**config.mk**
```make
export PLATFORM = sky130hd
export DESIGN_NAME = mesc_top
export DESIGN_NICKNAME = d
export VERILOG_FILES = /design/src/include/mesc_pkg.sv /design/src/include/mesc_cnt_if.sv /design/src/mesc_top.sv /design/src/mesc_sat_counter.sv
export VERILOG_INCLUDE_DIRS = /design/src /design/src/include
export SDC_FILE = /design/constraint.sdc
export NUM_CORES = 1
export LEC_CHECK = 0
export BUFFER_PORTS_ARGS = -buffer_cell sky130_fd_sc_hd__buf_2
export CORE_MARGIN = 5
export CORE_UTILIZATION = 55
export CTS_CLUSTER_DIAMETER = 100
export CTS_CLUSTER_SIZE = 40
export DETAILED_ROUTE_END_ITERATION = 10
export PLACE_DENSITY = 0.77
export SKIP_LAST_GASP = 1
export SLEW_MARGIN = 15
export SYNTH_ARGS = -nofsm -noshare
export SYNTH_HDL_FRONTEND = slang
export SYNTH_HIERARCHICAL = 1
export SYNTH_SLANG_ARGS = --single-unit
```
**constraint.sdc**
```tcl
create_clock -name clk_in -period 4.15 [get_ports clk_in]
set_input_delay 0.415 -clock clk_in [delete_from_list [all_inputs] [get_ports clk_in]]
set_output_delay 0.415 -clock clk_in [all_outputs]
set_load 0.05 [all_outputs]
```
**src/include/mesc_cfg.svh**
```systemverilog
// Register map, field positions and timing counts of the statistics block
`ifndef MESC_CFG_SVH
`define MESC_CFG_SVH

`define MESC_CNT_W 16
`define MESC_NUM_CNT 6
`define MESC_ADDR_W 8
`define MESC_DATA_W 32
`define MESC_LEN_W 12
`define MESC_BITCNT_W 10

`define MESC_OFF_COL 8'h00
`define MESC_OFF_LOST 8'h04
`define MESC_OFF_NOCARR 8'h08
`define MESC_OFF_SHORT 8'h0c
`define MESC_OFF_CRC 8'h10
`define MESC_OFF_RXER 8'h14
`define MESC_OFF_MODE 8'h18
`define MESC_OFF_STAT 8'h1c
`define MESC_OFF_MASK 8'h20

`define MESC_EV_COL 0
`define MESC_EV_LOST 1
`define MESC_EV_NOCARR 2
`define MESC_EV_SHORT 3
`define MESC_EV_CRC 4
`define MESC_EV_RXER 5

`define MESC_MODE_ACCEPT_BAD 0

`define MESC_REG_RESET 32'h0000_0000
`define MESC_EVT_RESET 6'h00
`define MESC_BITCNT_RESET 10'h000
`define MESC_COL_WINDOW_BITS 10'h200
`define MESC_NIBBLE_BITS 10'h004
`define MESC_SHORT_LEN 12'h004

`define MESC_PIN_W 5
`define MESC_PIN_TXCLK 4
`define MESC_PIN_CRS 3
`define MESC_PIN_COL 2
`define MESC_PIN_RXDV 1
`define MESC_PIN_RXER 0
`define MESC_PIN_RESET 5'h00

`endif

```
**src/include/mesc_pkg.sv**
```systemverilog
// Types shared by the statistics counter block
`include "mesc_cfg.svh"
package mesc_pkg;
  typedef enum logic {mesc_bus_idle, mesc_bus_ack} mesc_bus_e;
  typedef logic [`MESC_NUM_CNT-1:0] mesc_evt_t;
  typedef logic [`MESC_DATA_W-1:0] mesc_word_t;
endpackage : mesc_pkg

```
**src/include/mesc_cnt_if.sv**
```systemverilog
// Link between the register logic and one saturating counter
`timescale 1ns/1ps
`default_nettype none
`include "mesc_cfg.svh"
interface mesc_cnt_if #(parameter int WIDTH = `MESC_CNT_W) ();
  logic inc;
  logic clr;
  logic [WIDTH-1:0] count;
  modport ctrl (output inc, output clr, input count);
  modport counter (input inc, input clr, output count);
endinterface : mesc_cnt_if
`default_nettype wire

```
**src/mesc_top.sv**
```systemverilog
// Ethernet MAC error statistics counters with Avalon-MM register access
`timescale 1ns/1ps
`default_nettype none
`include "mesc_cfg.svh"

// Functional notes
// - Count collisions only after 512 bit times
// - Counters are 16 bits and saturate
// - Any write to a counter clears it
// - Upper sixteen bits read zero
// - Count carrier drops during transmission
// - Count carrier absent during preamble
// - Count transmit attempts under four bytes
// - Count received frames failing CRC
// - Accept-bad-CRC mode stops CRC counting
// - Count receive-error assertions during reception
module mesc_top #(
  parameter int CNT_W = `MESC_CNT_W,
  parameter int LEN_W = `MESC_LEN_W
) (
  input wire logic clk_in,
  input wire logic rst_in,
  input wire logic ce_in,
  input wire logic [`MESC_ADDR_W-1:0] avs_address_in,
  input wire logic avs_read_in,
  input wire logic avs_write_in,
  input wire logic [`MESC_DATA_W-1:0] avs_writedata_in,
  output logic [`MESC_DATA_W-1:0] avs_readdata_out,
  output logic avs_waitrequest_out,
  input wire logic mii_tx_clk_in,
  input wire logic mii_crs_in,
  input wire logic mii_col_in,
  input wire logic mii_rx_dv_in,
  input wire logic mii_rx_er_in,
  input wire logic tx_active_in,
  input wire logic tx_preamble_in,
  input wire logic tx_req_in,
  input wire logic [LEN_W-1:0] tx_len_in,
  input wire logic rx_crc_bad_in,
  output logic irq_out
);

  // Pin synchronisers and edge history
  logic [`MESC_PIN_W-1:0] pins;
  logic [`MESC_PIN_W-1:0] sync1_r;
  logic [`MESC_PIN_W-1:0] sync1_nxt;
  logic [`MESC_PIN_W-1:0] sync2_r;
  logic [`MESC_PIN_W-1:0] sync2_nxt;
  logic [`MESC_PIN_W-1:0] prev_r;
  logic [`MESC_PIN_W-1:0] prev_nxt;
  logic tx_clk_rise;
  logic crs_s;
  logic crs_fall;
  logic col_rise;
  logic rx_dv_s;
  logic rx_er_rise;

  assign pins = {mii_tx_clk_in, mii_crs_in, mii_col_in,
                 mii_rx_dv_in, mii_rx_er_in};

  always_comb begin
    sync1_nxt = pins;
    sync2_nxt = sync1_r;
    prev_nxt = sync2_r;
  end

  always_ff @(posedge clk_in) begin
    if (rst_in) begin
      sync1_r <= `MESC_PIN_RESET;
      sync2_r <= `MESC_PIN_RESET;
      prev_r <= `MESC_PIN_RESET;
    end else if (ce_in) begin
      sync1_r <= sync1_nxt;
      sync2_r <= sync2_nxt;
      prev_r <= prev_nxt;
    end
  end

  assign tx_clk_rise = sync2_r[`MESC_PIN_TXCLK] & ~prev_r[`MESC_PIN_TXCLK];
  assign crs_s = sync2_r[`MESC_PIN_CRS];
  assign crs_fall = ~sync2_r[`MESC_PIN_CRS] & prev_r[`MESC_PIN_CRS];
  assign col_rise = sync2_r[`MESC_PIN_COL] & ~prev_r[`MESC_PIN_COL];
  assign rx_dv_s = sync2_r[`MESC_PIN_RXDV];
  assign rx_er_rise = sync2_r[`MESC_PIN_RXER] & ~prev_r[`MESC_PIN_RXER];

  // Transmit bit-time tracking: one nibble per rising link clock edge
  logic [`MESC_BITCNT_W-1:0] bitcnt_r;
  logic [`MESC_BITCNT_W-1:0] bitcnt_nxt;
  logic late_window;
  logic nocarr_done_r;
  logic nocarr_done_nxt;

  assign late_window = (bitcnt_r >= `MESC_COL_WINDOW_BITS);

  always_comb begin
    bitcnt_nxt = bitcnt_r;
    nocarr_done_nxt = nocarr_done_r;
    if (!tx_active_in) begin
      bitcnt_nxt = `MESC_BITCNT_RESET;
      nocarr_done_nxt = 1'b0;
    end else begin
      // Stop at the window edge so the count cannot wrap
      if (tx_clk_rise && !late_window) begin
        bitcnt_nxt = bitcnt_r + `MESC_NIBBLE_BITS;
      end
      if (tx_preamble_in && !crs_s) begin
        nocarr_done_nxt = 1'b1;
      end
    end
  end

  always_ff @(posedge clk_in) begin
    if (rst_in) begin
      bitcnt_r <= `MESC_BITCNT_RESET;
      nocarr_done_r <= 1'b0;
    end else if (ce_in) begin
      bitcnt_r <= bitcnt_nxt;
      nocarr_done_r <= nocarr_done_nxt;
    end
  end

  // Register bus state
  mesc_pkg::mesc_bus_e state_r;
  mesc_pkg::mesc_bus_e state_nxt;
  logic waitrequest_r;
  logic waitrequest_nxt;
  mesc_pkg::mesc_word_t readdata_r;
  mesc_pkg::mesc_word_t readdata_nxt;
  mesc_pkg::mesc_word_t rd_mux;
  logic wr_take;
  logic mode_accept_r;
  logic mode_accept_nxt;
  mesc_pkg::mesc_evt_t stat_r;
  mesc_pkg::mesc_evt_t stat_nxt;
  mesc_pkg::mesc_evt_t mask_r;
  mesc_pkg::mesc_evt_t mask_nxt;
  mesc_pkg::mesc_evt_t w1c;
  mesc_pkg::mesc_evt_t clr;
  mesc_pkg::mesc_evt_t ev;
  logic irq_r;
  logic irq_nxt;
  logic [CNT_W-1:0] count [`MESC_NUM_CNT];

  // Event qualification
  always_comb begin
    ev = `MESC_EVT_RESET;
    ev[`MESC_EV_COL] = col_rise & tx_active_in & late_window;
    ev[`MESC_EV_LOST] = crs_fall & tx_active_in;
    // Once per frame, however long carrier stays away
    ev[`MESC_EV_NOCARR] = tx_active_in & tx_preamble_in & ~crs_s
                          & ~nocarr_done_r;
    ev[`MESC_EV_SHORT] = tx_req_in
                         & (tx_len_in < `MESC_SHORT_LEN);
    ev[`MESC_EV_CRC] = rx_crc_bad_in & ~mode_accept_r;
    ev[`MESC_EV_RXER] = rx_er_rise & rx_dv_s;
  end

  // The counters themselves
  mesc_cnt_if #(.WIDTH(CNT_W)) cnt_if [`MESC_NUM_CNT] ();

  genvar g;
  generate
    for (g = 0; g < `MESC_NUM_CNT; g++) begin : g_cnt
      assign cnt_if[g].inc = ev[g];
      assign cnt_if[g].clr = clr[g];
      assign count[g] = cnt_if[g].count;
      mesc_sat_counter #(.WIDTH(CNT_W)) u_cnt (
        .clk_in(clk_in),
        .rst_in(rst_in),
        .ce_in(ce_in),
        .cnt(cnt_if[g])
      );
    end
  endgenerate

  // Write is taken on the edge where waitrequest is seen low
  assign wr_take = (state_r == mesc_pkg::mesc_bus_ack) && avs_write_in;

  always_comb begin
    clr = `MESC_EVT_RESET;
    w1c = `MESC_EVT_RESET;
    if (wr_take) begin
      case (avs_address_in)
        `MESC_OFF_COL: clr[`MESC_EV_COL] = 1'b1;
        `MESC_OFF_LOST: clr[`MESC_EV_LOST] = 1'b1;
        `MESC_OFF_NOCARR: clr[`MESC_EV_NOCARR] = 1'b1;
        `MESC_OFF_SHORT: clr[`MESC_EV_SHORT] = 1'b1;
        `MESC_OFF_CRC: clr[`MESC_EV_CRC] = 1'b1;
        `MESC_OFF_RXER: clr[`MESC_EV_RXER] = 1'b1;
        `MESC_OFF_STAT: w1c = avs_writedata_in[`MESC_NUM_CNT-1:0];
        default: w1c = `MESC_EVT_RESET;
      endcase
    end
  end

  // Read data; everything above the field reads zero
  always_comb begin
    rd_mux = `MESC_REG_RESET;
    case (avs_address_in)
      `MESC_OFF_COL: rd_mux[CNT_W-1:0] = count[`MESC_EV_COL];
      `MESC_OFF_LOST: rd_mux[CNT_W-1:0] = count[`MESC_EV_LOST];
      `MESC_OFF_NOCARR: rd_mux[CNT_W-1:0] = count[`MESC_EV_NOCARR];
      `MESC_OFF_SHORT: rd_mux[CNT_W-1:0] = count[`MESC_EV_SHORT];
      `MESC_OFF_CRC: rd_mux[CNT_W-1:0] = count[`MESC_EV_CRC];
      `MESC_OFF_RXER: rd_mux[CNT_W-1:0] = count[`MESC_EV_RXER];
      `MESC_OFF_MODE: rd_mux[`MESC_MODE_ACCEPT_BAD] = mode_accept_r;
      `MESC_OFF_STAT: rd_mux[`MESC_NUM_CNT-1:0] = stat_r;
      `MESC_OFF_MASK: rd_mux[`MESC_NUM_CNT-1:0] = mask_r;
      default: rd_mux = `MESC_REG_RESET;
    endcase
  end

  // One wait cycle, then a single cycle with waitrequest low
  always_comb begin
    state_nxt = state_r;
    waitrequest_nxt = waitrequest_r;
    readdata_nxt = readdata_r;
    case (state_r)
      mesc_pkg::mesc_bus_idle: begin
        if (avs_read_in || avs_write_in) begin
          state_nxt = mesc_pkg::mesc_bus_ack;
          waitrequest_nxt = 1'b0;
          readdata_nxt = avs_read_in ? rd_mux : `MESC_REG_RESET;
        end
      end
      mesc_pkg::mesc_bus_ack: begin
        state_nxt = mesc_pkg::mesc_bus_idle;
        waitrequest_nxt = 1'b1;
      end
      default: begin
        state_nxt = mesc_pkg::mesc_bus_idle;
        waitrequest_nxt = 1'b1;
      end
    endcase
  end

  // Mode, sticky status and mask
  always_comb begin
    mode_accept_nxt = mode_accept_r;
    mask_nxt = mask_r;
    if (wr_take && (avs_address_in == `MESC_OFF_MODE)) begin
      mode_accept_nxt = avs_writedata_in[`MESC_MODE_ACCEPT_BAD];
    end
    if (wr_take && (avs_address_in == `MESC_OFF_MASK)) begin
      mask_nxt = avs_writedata_in[`MESC_NUM_CNT-1:0];
    end
    // A new event outweighs a simultaneous write-one-to-clear
    stat_nxt = (stat_r & ~w1c) | ev;
    irq_nxt = |(stat_nxt & mask_nxt);
  end

  always_ff @(posedge clk_in) begin
    if (rst_in) begin
      state_r <= mesc_pkg::mesc_bus_idle;
      waitrequest_r <= 1'b1;
      readdata_r <= `MESC_REG_RESET;
      mode_accept_r <= 1'b0;
      stat_r <= `MESC_EVT_RESET;
      mask_r <= `MESC_EVT_RESET;
      irq_r <= 1'b0;
    end else if (ce_in) begin
      state_r <= state_nxt;
      waitrequest_r <= waitrequest_nxt;
      readdata_r <= readdata_nxt;
      mode_accept_r <= mode_accept_nxt;
      stat_r <= stat_nxt;
      mask_r <= mask_nxt;
      irq_r <= irq_nxt;
    end
  end

  assign avs_readdata_out = readdata_r;
  assign avs_waitrequest_out = waitrequest_r;
  assign irq_out = irq_r;

  AST_UPPER_ZERO: assert property (
    @(posedge clk_in) disable iff (rst_in)
    !avs_waitrequest_out |-> avs_readdata_out[`MESC_DATA_W-1:CNT_W] == '0)
    else $error("Upper read bits not zero");

  AST_WAIT_ONE: assert property (
    @(posedge clk_in) disable iff (rst_in)
    ce_in && (avs_read_in || avs_write_in) && avs_waitrequest_out
    |=> !avs_waitrequest_out ##1 avs_waitrequest_out)
    else $error("Waitrequest did not pulse low for one cycle");

  AST_LATE_COL: assert property (
    @(posedge clk_in) disable iff (rst_in)
    ce_in && col_rise && tx_active_in
    && (bitcnt_r >= `MESC_COL_WINDOW_BITS) && !clr[`MESC_EV_COL]
    && (count[`MESC_EV_COL] != '1)
    |=> count[`MESC_EV_COL] == $past(count[`MESC_EV_COL]) + 1'b1)
    else $error("Late collision not counted");

  AST_EARLY_COL: assert property (
    @(posedge clk_in) disable iff (rst_in)
    (bitcnt_r < `MESC_COL_WINDOW_BITS) && !clr[`MESC_EV_COL]
    |=> $stable(count[`MESC_EV_COL]))
    else $error("Collision inside window was counted");

  AST_LOST_IDLE: assert property (
    @(posedge clk_in) disable iff (rst_in)
    !tx_active_in && !clr[`MESC_EV_LOST]
    |=> $stable(count[`MESC_EV_LOST]))
    else $error("Lost carrier counted outside transmission");

  AST_NOCARR_ONCE: assert property (
    @(posedge clk_in) disable iff (rst_in)
    nocarr_done_r && tx_active_in && !clr[`MESC_EV_NOCARR]
    |=> $stable(count[`MESC_EV_NOCARR]))
    else $error("Missing carrier counted twice in one frame");

  AST_SHORT_LEGAL: assert property (
    @(posedge clk_in) disable iff (rst_in)
    !(tx_req_in && (tx_len_in < `MESC_SHORT_LEN))
    && !clr[`MESC_EV_SHORT]
    |=> $stable(count[`MESC_EV_SHORT]))
    else $error("Legal length counted as short");

  AST_CRC_COUNT: assert property (
    @(posedge clk_in) disable iff (rst_in)
    ce_in && rx_crc_bad_in && !mode_accept_r && !clr[`MESC_EV_CRC]
    && (count[`MESC_EV_CRC] != '1)
    |=> count[`MESC_EV_CRC] == $past(count[`MESC_EV_CRC]) + 1'b1)
    else $error("CRC error frame not counted");

  AST_CRC_ACCEPT: assert property (
    @(posedge clk_in) disable iff (rst_in)
    mode_accept_r && !clr[`MESC_EV_CRC]
    |=> $stable(count[`MESC_EV_CRC]))
    else $error("CRC counted while bad frames accepted");

  AST_RXER_COUNT: assert property (
    @(posedge clk_in) disable iff (rst_in)
    ce_in && rx_er_rise && rx_dv_s && !clr[`MESC_EV_RXER]
    && (count[`MESC_EV_RXER] != '1)
    |=> count[`MESC_EV_RXER] == $past(count[`MESC_EV_RXER]) + 1'b1)
    else $error("Receive error not counted");

  AST_STAT_SET_WINS: assert property (
    @(posedge clk_in) disable iff (rst_in)
    ce_in && ev[`MESC_EV_COL] |=> stat_r[`MESC_EV_COL] ##1 1'b1)
    else $error("Event lost against status clear");

endmodule : mesc_top
`default_nettype wire

```
**src/mesc_sat_counter.sv**
```systemverilog
// One saturating event counter, cleared by software
`timescale 1ns/1ps
`default_nettype none
`include "mesc_cfg.svh"
module mesc_sat_counter #(
  parameter int WIDTH = `MESC_CNT_W
) (
  input wire logic clk_in,
  input wire logic rst_in,
  input wire logic ce_in,
  mesc_cnt_if.counter cnt
);
  logic [WIDTH-1:0] count_r;
  logic [WIDTH-1:0] count_nxt;

  always_comb begin
    count_nxt = count_r;
    if (cnt.clr) begin
      // Clear beats a coincident event
      count_nxt = '0;
    end else if (cnt.inc && (count_r != '1)) begin
      count_nxt = count_r + 1'b1;
    end
  end

  always_ff @(posedge clk_in) begin
    if (rst_in) begin
      count_r <= '0;
    end else if (ce_in) begin
      count_r <= count_nxt;
    end
  end

  assign cnt.count = count_r;

  AST_CNT_RESET_ZERO: assert property (
    @(posedge clk_in) rst_in |=> count_r == '0)
    else $error("Counter not zero after reset");

  AST_CNT_CLEAR: assert property (
    @(posedge clk_in) disable iff (rst_in)
    ce_in && cnt.clr |=> count_r == '0)
    else $error("Write did not clear counter");

  AST_CNT_STEP_ONE: assert property (
    @(posedge clk_in) disable iff (rst_in)
    ce_in && cnt.inc && !cnt.clr && (count_r != '1)
    |=> count_r == $past(count_r) + 1'b1)
    else $error("Counter did not step by one");

  AST_CNT_SATURATE: assert property (
    @(posedge clk_in) disable iff (rst_in)
    !cnt.clr && (count_r == '1) |=> count_r == '1)
    else $error("Counter left all ones without clear");

  AST_CNT_HOLD: assert property (
    @(posedge clk_in) disable iff (rst_in)
    !cnt.inc && !cnt.clr |=> $stable(count_r))
    else $error("Counter moved without event");
endmodule : mesc_sat_counter
`default_nettype wire

```
# Word level (Yosys, flattened, before mapping)
# Index checks and enable logic that the tools add are counted.
dict set report classes {
  bitwise_logic 24
  mux 34
  eq_ne 17
  magnitude_cmp 2
  add_sub_neg 7
  n_reduce_logical 33
}
# op count
set ops {}
lappend ops {{two-way mux 16 bit} 13}
lappend ops {{adder 16 x 1 -> 16 bit (second input constant)} 6}
lappend ops {{inequality test 16 bit (second input constant)} 6}
lappend ops {{one-hot mux 10 bit (6 select lines)} 1}
lappend ops {{one-hot mux 5 bit (8 select lines)} 1}
lappend ops {{== test 8 x 5 -> 1 bit (second input constant)} 4}
lappend ops {{two-way mux 6 bit} 4}
lappend ops {{two-way mux 10 bit} 2}
lappend ops {{AND reduction 2 bit} 10}
lappend ops {{== test 8 x 4 -> 1 bit (second input constant)} 2}
lappend ops {{bitwise AND 1 bit} 13}
lappend ops {{bitwise AND 6 bit} 2}
lappend ops {{< comparator 12 x 3 -> 1 bit (second input constant)} 1}
lappend ops {{nonzero test 2 bit} 6}
lappend ops {{logical AND 1 bit} 11}
lappend ops {{adder 10 x 3 -> 10 bit (second input constant)} 1}
lappend ops {{greater-or-equal comparator 10 bit (second input constant)} 1}
lappend ops {{two-way mux 1 bit} 10}
lappend ops {{one-hot mux 1 bit (9 select lines)} 1}
lappend ops {{== test 8 x 3 -> 1 bit (second input constant)} 1}
lappend ops {{== test 8 x 6 -> 1 bit (second input constant)} 1}
lappend ops {{zero test 8 bit} 1}
lappend ops {{inverter 1 bit} 7}
lappend ops {{inverter 6 bit} 1}
lappend ops {{8 further kinds} 11}
dict set report totals {
  input_bits 66
  output_inout_bits 34
  elab_cells 135
  reg_bits 170
}

# Logic depth before layout (Yosys ltp)
dict set report logic_depth {
  ltp_word 8
  mapped_depth 10
  mapped_depth_nobuf 8
}

# By module
# Netlist, hierarchy kept.
# mod instances seq_area_each_um2 cells_each area_each_um2
set by_module_without_submodules {}
lappend by_module_without_submodules {{mesc_sat_counter at g_cnt[0].u_cnt ...} 5 320.3 132 1061.0}
lappend by_module_without_submodules {mesc_top 1 1101.1 402 3342.0}
lappend by_module_without_submodules {{mesc_sat_counter at g_cnt[4].u_cnt} 1 320.3 132 1058.5}

# Worst setup path before layout
# OpenSTA, ideal clock, no wires.
dict set report synth_timing {
  kind {input to register}
  startpoint {in tx_len_in[8]}
  endpoint {reg g_cnt[3].u_cnt.count_r[12]}
  n_path_buf 0
  slack_ns 1.675
  path_stages 7
  required_ns 4.076
  arrival_time_ns 2.401
  setup_ns 0.074
  path_cell_list {nor4b_1 -> nand2_1 -> nor4_1 -> nand2_1 -> or4_1 -> or4_1 -> a31oi_1}
}
dict set report synth_via {
  elab_chain_cells 5
}
# element line_no
set synth_lines {}
lappend synth_lines {{start, declared} mesc_top.sv:38} ;# input wire logic [LEN_W-1:0] tx_len_in,
lappend synth_lines {{< comparator 12 x 3 -> 1 bit (no line)} --}
lappend synth_lines {{bitwise AND 1 bit} mesc_top.sv:152} ;# ev[`MESC_EV_SHORT] = tx_req_in
lappend synth_lines {{net cnt_if[3].inc} mesc_cnt_if.sv:6} ;# logic inc;
lappend synth_lines {{logical AND 1 bit} mesc_sat_counter.sv:21} ;# end else if (cnt.inc && (count_r != '1)) begin
lappend synth_lines {{nonzero test 2 bit (no line)} --}
lappend synth_lines {{AND reduction 2 bit (no line)} --}
lappend synth_lines {{end signal, assigned} mesc_sat_counter.sv:30} ;# count_r <= count_nxt;
lappend synth_lines {{end, declared} mesc_sat_counter.sv:13} ;# logic [WIDTH-1:0] count_r;
# The timed path passes the listed nets, and every way through them passes these cells.
# A chain may end at the register's enable or synchronous reset.

# Final worst setup path
dict set report layout_timing {
  startpoint {in avs_address_in[1]}
  endpoint {reg g_cnt[4].u_cnt.count_r[7]}
}
dict set report layout_via {
  elab_chain_cells 5
  word_cells_on_any_way 6
  classes_between {eq/ne (1); mux (3); reduce/logical (2)}
}
# element line_no
set layout_lines {}
lappend layout_lines {{start, declared} mesc_top.sv:24} ;# input wire logic [`MESC_ADDR_W-1:0] avs_address_in,
lappend layout_lines {{== test 8 x 5 -> 1 bit (*)} mesc_top.sv:183} ;# case (avs_address_in)
lappend layout_lines {{two-way mux 1 bit (*)} mesc_top.sv:183}
lappend layout_lines {{two-way mux 6 bit (*)} mesc_top.sv:182} ;# if (wr_take) begin
lappend layout_lines {{net clr[4]} mesc_top.sv:138} ;# mesc_pkg::mesc_evt_t clr;
lappend layout_lines {{nonzero test 2 bit (no line)} --}
lappend layout_lines {{AND reduction 2 bit (no line)} --}
lappend layout_lines {{end signal, assigned} mesc_sat_counter.sv:30}
lappend layout_lines {{end, declared} mesc_sat_counter.sv:13}
# The timed path passes the listed nets; every way through them passes the cells marked *.

==> flow_summary.rst <==
.. list-table::
   :header-rows: 1

   * - Metric
     - Value
   * - Fraction of final layout cells sized beyond drive strength 1
     - 12.6%
   * - Mean instance size in the synthesized netlist
     - 8.13 sq um
   * - Final hold violation count
     - 0
   * - Clock tree from TritonCTS
     - built
   * - Number of antenna diodes
     - 0
   * - Clock Latency Late Sink
     - 0.44 ns
   * - Die Y
     - 143 microns
   * - Top routing layer in use
     - met5
   * - Critical Path End Type
     - flip-flop
   * - Number of synthesized register bits
     - 151
   * - Via density
     - 6.92
   * - Fraction of synthesized cell area taken by the top area cell type
     - 31.1%
   * - Synth Instances
     - 1194
   * - Wire length on met2
     - 13600 microns
   * - Warnings from Yosys
     - 6
   * - Number of placed I/O pins
     - 100
   * - Clock sink count
     - 151
   * - Count of buffers from port buffering
     - 55
   * - Layout-stage area growth over the synthesis result
     - 10.8%
   * - Worst-case headroom to the max-slew limit
     - 23.8%
   * - Cell area power density
     - 303 nW/um^2
   * - First DRT Iteration DRCs
     - 1161
   * - Core area
     - 17300 sq um
   * - Post-CTS setup repair buffer count
     - 0
   * - Root buf cell
     - clkbuf_16
   * - Setup violations, final
     - 0
   * - Leading area contributor after synthesis
     - dfxtp_1
   * - Starting density of the core
     - 56.1%
   * - Aggregate routed wire length
     - 29400 microns
   * - Detailed-route wire length on metal 1
     - 12200 microns
   * - HP Class
     - primary input to flip-flop
   * - Required time of the critical path
     - 4.48 ns
   * - Layout Nets
     - 1292
   * - Total of cells resized after clock tree synthesis
     - 0
   * - Tightest Pin Transition
     - 1.13 ns
   * - Crit path DAT
     - 2.90 ns
   * - Vias in the first global route
     - 8980
   * - Sequential cell area fraction in the yosys report
     - 31.1%
   * - Post-route DRC violation count
     - 0
   * - Minimum period implied by the final worst setup slack
     - 2.57 ns
   * - Most common cell in the netlist
     - dfxtp_1
   * - Largest clock skew in the final design
     - 0.0143 ns
   * - Routability cong.
     - 0.936
   * - Floorplan die width
     - 143 microns
   * - Buffer levels on the longest clock path
     - 2
   * - Number of placement rows
     - 48
   * - Average wire per standard cell
     - 20.2 microns
   * - Worst ir drop on vdd
     - 0.000295 V
   * - Outcome
     - completed
   * - Number of hold buffers added after cts
     - 0
   * - Remaining global-route overflow
     - 0
   * - Post-detailed-route count of antenna-violating nets
     - 0
   * - Leakage power
     - 0.00336 uW
   * - Number of filler cells placed in the layout
     - 1528
   * - Setup repair after global routing missed its margin
     - no
   * - Largest net degree at the start of global routing
     - 91
   * - Core utilization of the finished layout
     - 62.2%
   * - Placed wire-length estimate
     - 20500 microns
   * - Routed vias
     - 10075
   * - Worst-path fanout max
     - 9
   * - Cells taking the most area after synthesis
     - dfxtp_1 (31%), or4_1 (4.2%), nand3_1 (3.5%), a31oi_1 (3.3%), o211ai_1 (3.2%)
   * - Number of enable-type register cells in the synthesized netlist
     - 0
   * - Number of iterations in the first detailed-routing pass
     - 7
   * - Clock transition time at the flip-flop clock pins of the worst setup and hold paths
     - 0.07 ns
   * - Highest Clock Rate
     - 389 MHz
   * - FFs w/ async S/R, synth
     - 0%
   * - Clock buffer count from CTS
     - 17
   * - Number of pins with negative max-slew slack in the final report
     - 0
   * - Top cells by count, synth
     - dfxtp_1 (151), nand2_1 (81), nand3_1 (68)
   * - Wire length of the first global-routing pass
     - 46600 microns
   * - Area of the mapped netlist
     - 9710 sq um
   * - Global router's overall resource usage
     - 28.0%
   * - Top flip-flop cell by instance count after synthesis
     - dfxtp_1
   * - CTS H-Tree Depth
     - 4
   * - Number of antenna violations at the first check in global routing
     - 1
   * - Portion of the clock cycle consumed by the worst path in the final layout
     - 61.9%
   * - CP startpoint kind
     - primary input
   * - Synth cell types
     - 62
   * - Area of the die
     - 20400 sq um
   * - Summed negative setup slack over all endpoints
     - 0 ns
   * - Type of the worst setup path
     - primary input to flip-flop
   * - Max-cap viol count
     - 0
   * - Sum of met3 wire segment lengths after detailed routing
     - 2540 microns
[path summary, 6_finish.rpt]
path | slack, ns | start | cells after the start | to
worst min-delay path | 0.21 | mii_rx_er_in | 3 | sync1_r[0]
worst max register to register | 1.63 | state_r | 7 | g_cnt[4].u_cnt/cnt.count[7]
worst max-delay path | 1.58 | avs_address_in[1] | 8 | g_cnt[4].u_cnt/cnt.count[7]
worst min register to register | 0.47 | avs_readdata_out[1] | 2 | avs_readdata_out[1]
[report_power, final]
group / total (uW) / internal [uW] / leakage [uW] / switching [uW]
Sequential: 1470 / 1460 / 0.00122 / 10.4
Combinational: 228 / 62.5 / 0.00186 / 165
Clock: 1560 / 811 / 0.000286 / 744
[through the flow]
| step | area (sq um) | hold slack (ns) | instances | total power [uW] | setup WS (ns) |
|---|---|---|---|---|---|
| detailed placement | 10100 | 0.450 | 1424 | 1730 | 1.24 |
| finish | 10800 | 0.208 | 1456 | 3250 | 1.58 |
| global route | 10800 | 0.210 | 1456 | 3350 | 1.44 |
| global placement | 10100 | 0.443 | 1424 | 1720 | 1.30 |
| CTS | 10700 | 0.203 | 1456 | 3260 | 1.52 |
| floorplan | 9760 | 0.438 | 1209 | 1660 | 1.67 |
[logic make-up after synthesis]
| family | synth area share (%) |
|---|---|
| DFF | 31.1 |
| adders and majority gates | 1.03 |
| and+or+nand+nor | 36.0 |
| muxes | 3.70 |
| xor gates and xnor gates | 0.451 |
| buffers and inverters | 5.44 |
| AOI/OAI and AO/OA | 22.2 |
| other | 0.0386 |
[state kept, by name, indices dropped and copies added (netlist names)]
name / count
avs_waitrequest_out: 1
mode_accept_r: 1
avs_readdata_out: 16
irq_out: 1
prev_nxt: 5
prev_r: 4
state_r: 1
mask_r: 6
stat_r: 6
bitcnt_r: 8
nocarr_done_r: 1
sync1_r: 5
g_cnt.u_cnt/cnt.count: 96
[metal layers]
metal | global-route usage, % | vias up
met5 | 0 | -
met4 | 11.2 | 2
met3 | 6.33 | 81
met2 | 44.9 | 470
met1 | 36.8 | 4801
li1 | - | 4721
[worst max-delay path, cell delays in order]
cell and delay [ns]:
buf_2 0.17, nor2_1 0.41, nand2_1 0.34, nor2_1 0.64
nand2b_1 0.40, or3_1 0.16, nor4_1 0.05, a211o_1 0.31
[placed cells by master, fill, tap and decap left out, types with 31 or more instances in the layout]
master,n
nand2b_1,48
a22oi_1,38
a21oi_1,60
nor2_1,65
inv_1,31
nor4_1,38
nand2_1,81
a31oi_1,51
or4_1,54
nand3_1,68
buf_2,53
o211ai_1,42
nand4_1,49
or3_1,44
dfxtp_1,151
[final cells by class]
cell class                      count  area, sq um  area share [%]
Clock buffer                       17          425            3.96
Clock inverter                     15          176            1.64
Inverter                           31          116            1.08
Multi-Input combinational cell    942         6270            58.3
Sequential cell                   151         3020            28.1
Tap cell                          225          282            2.62
Timing Repair Buffer               75          455            4.24
No activity file was read; power rests on OpenSTA's default activity.
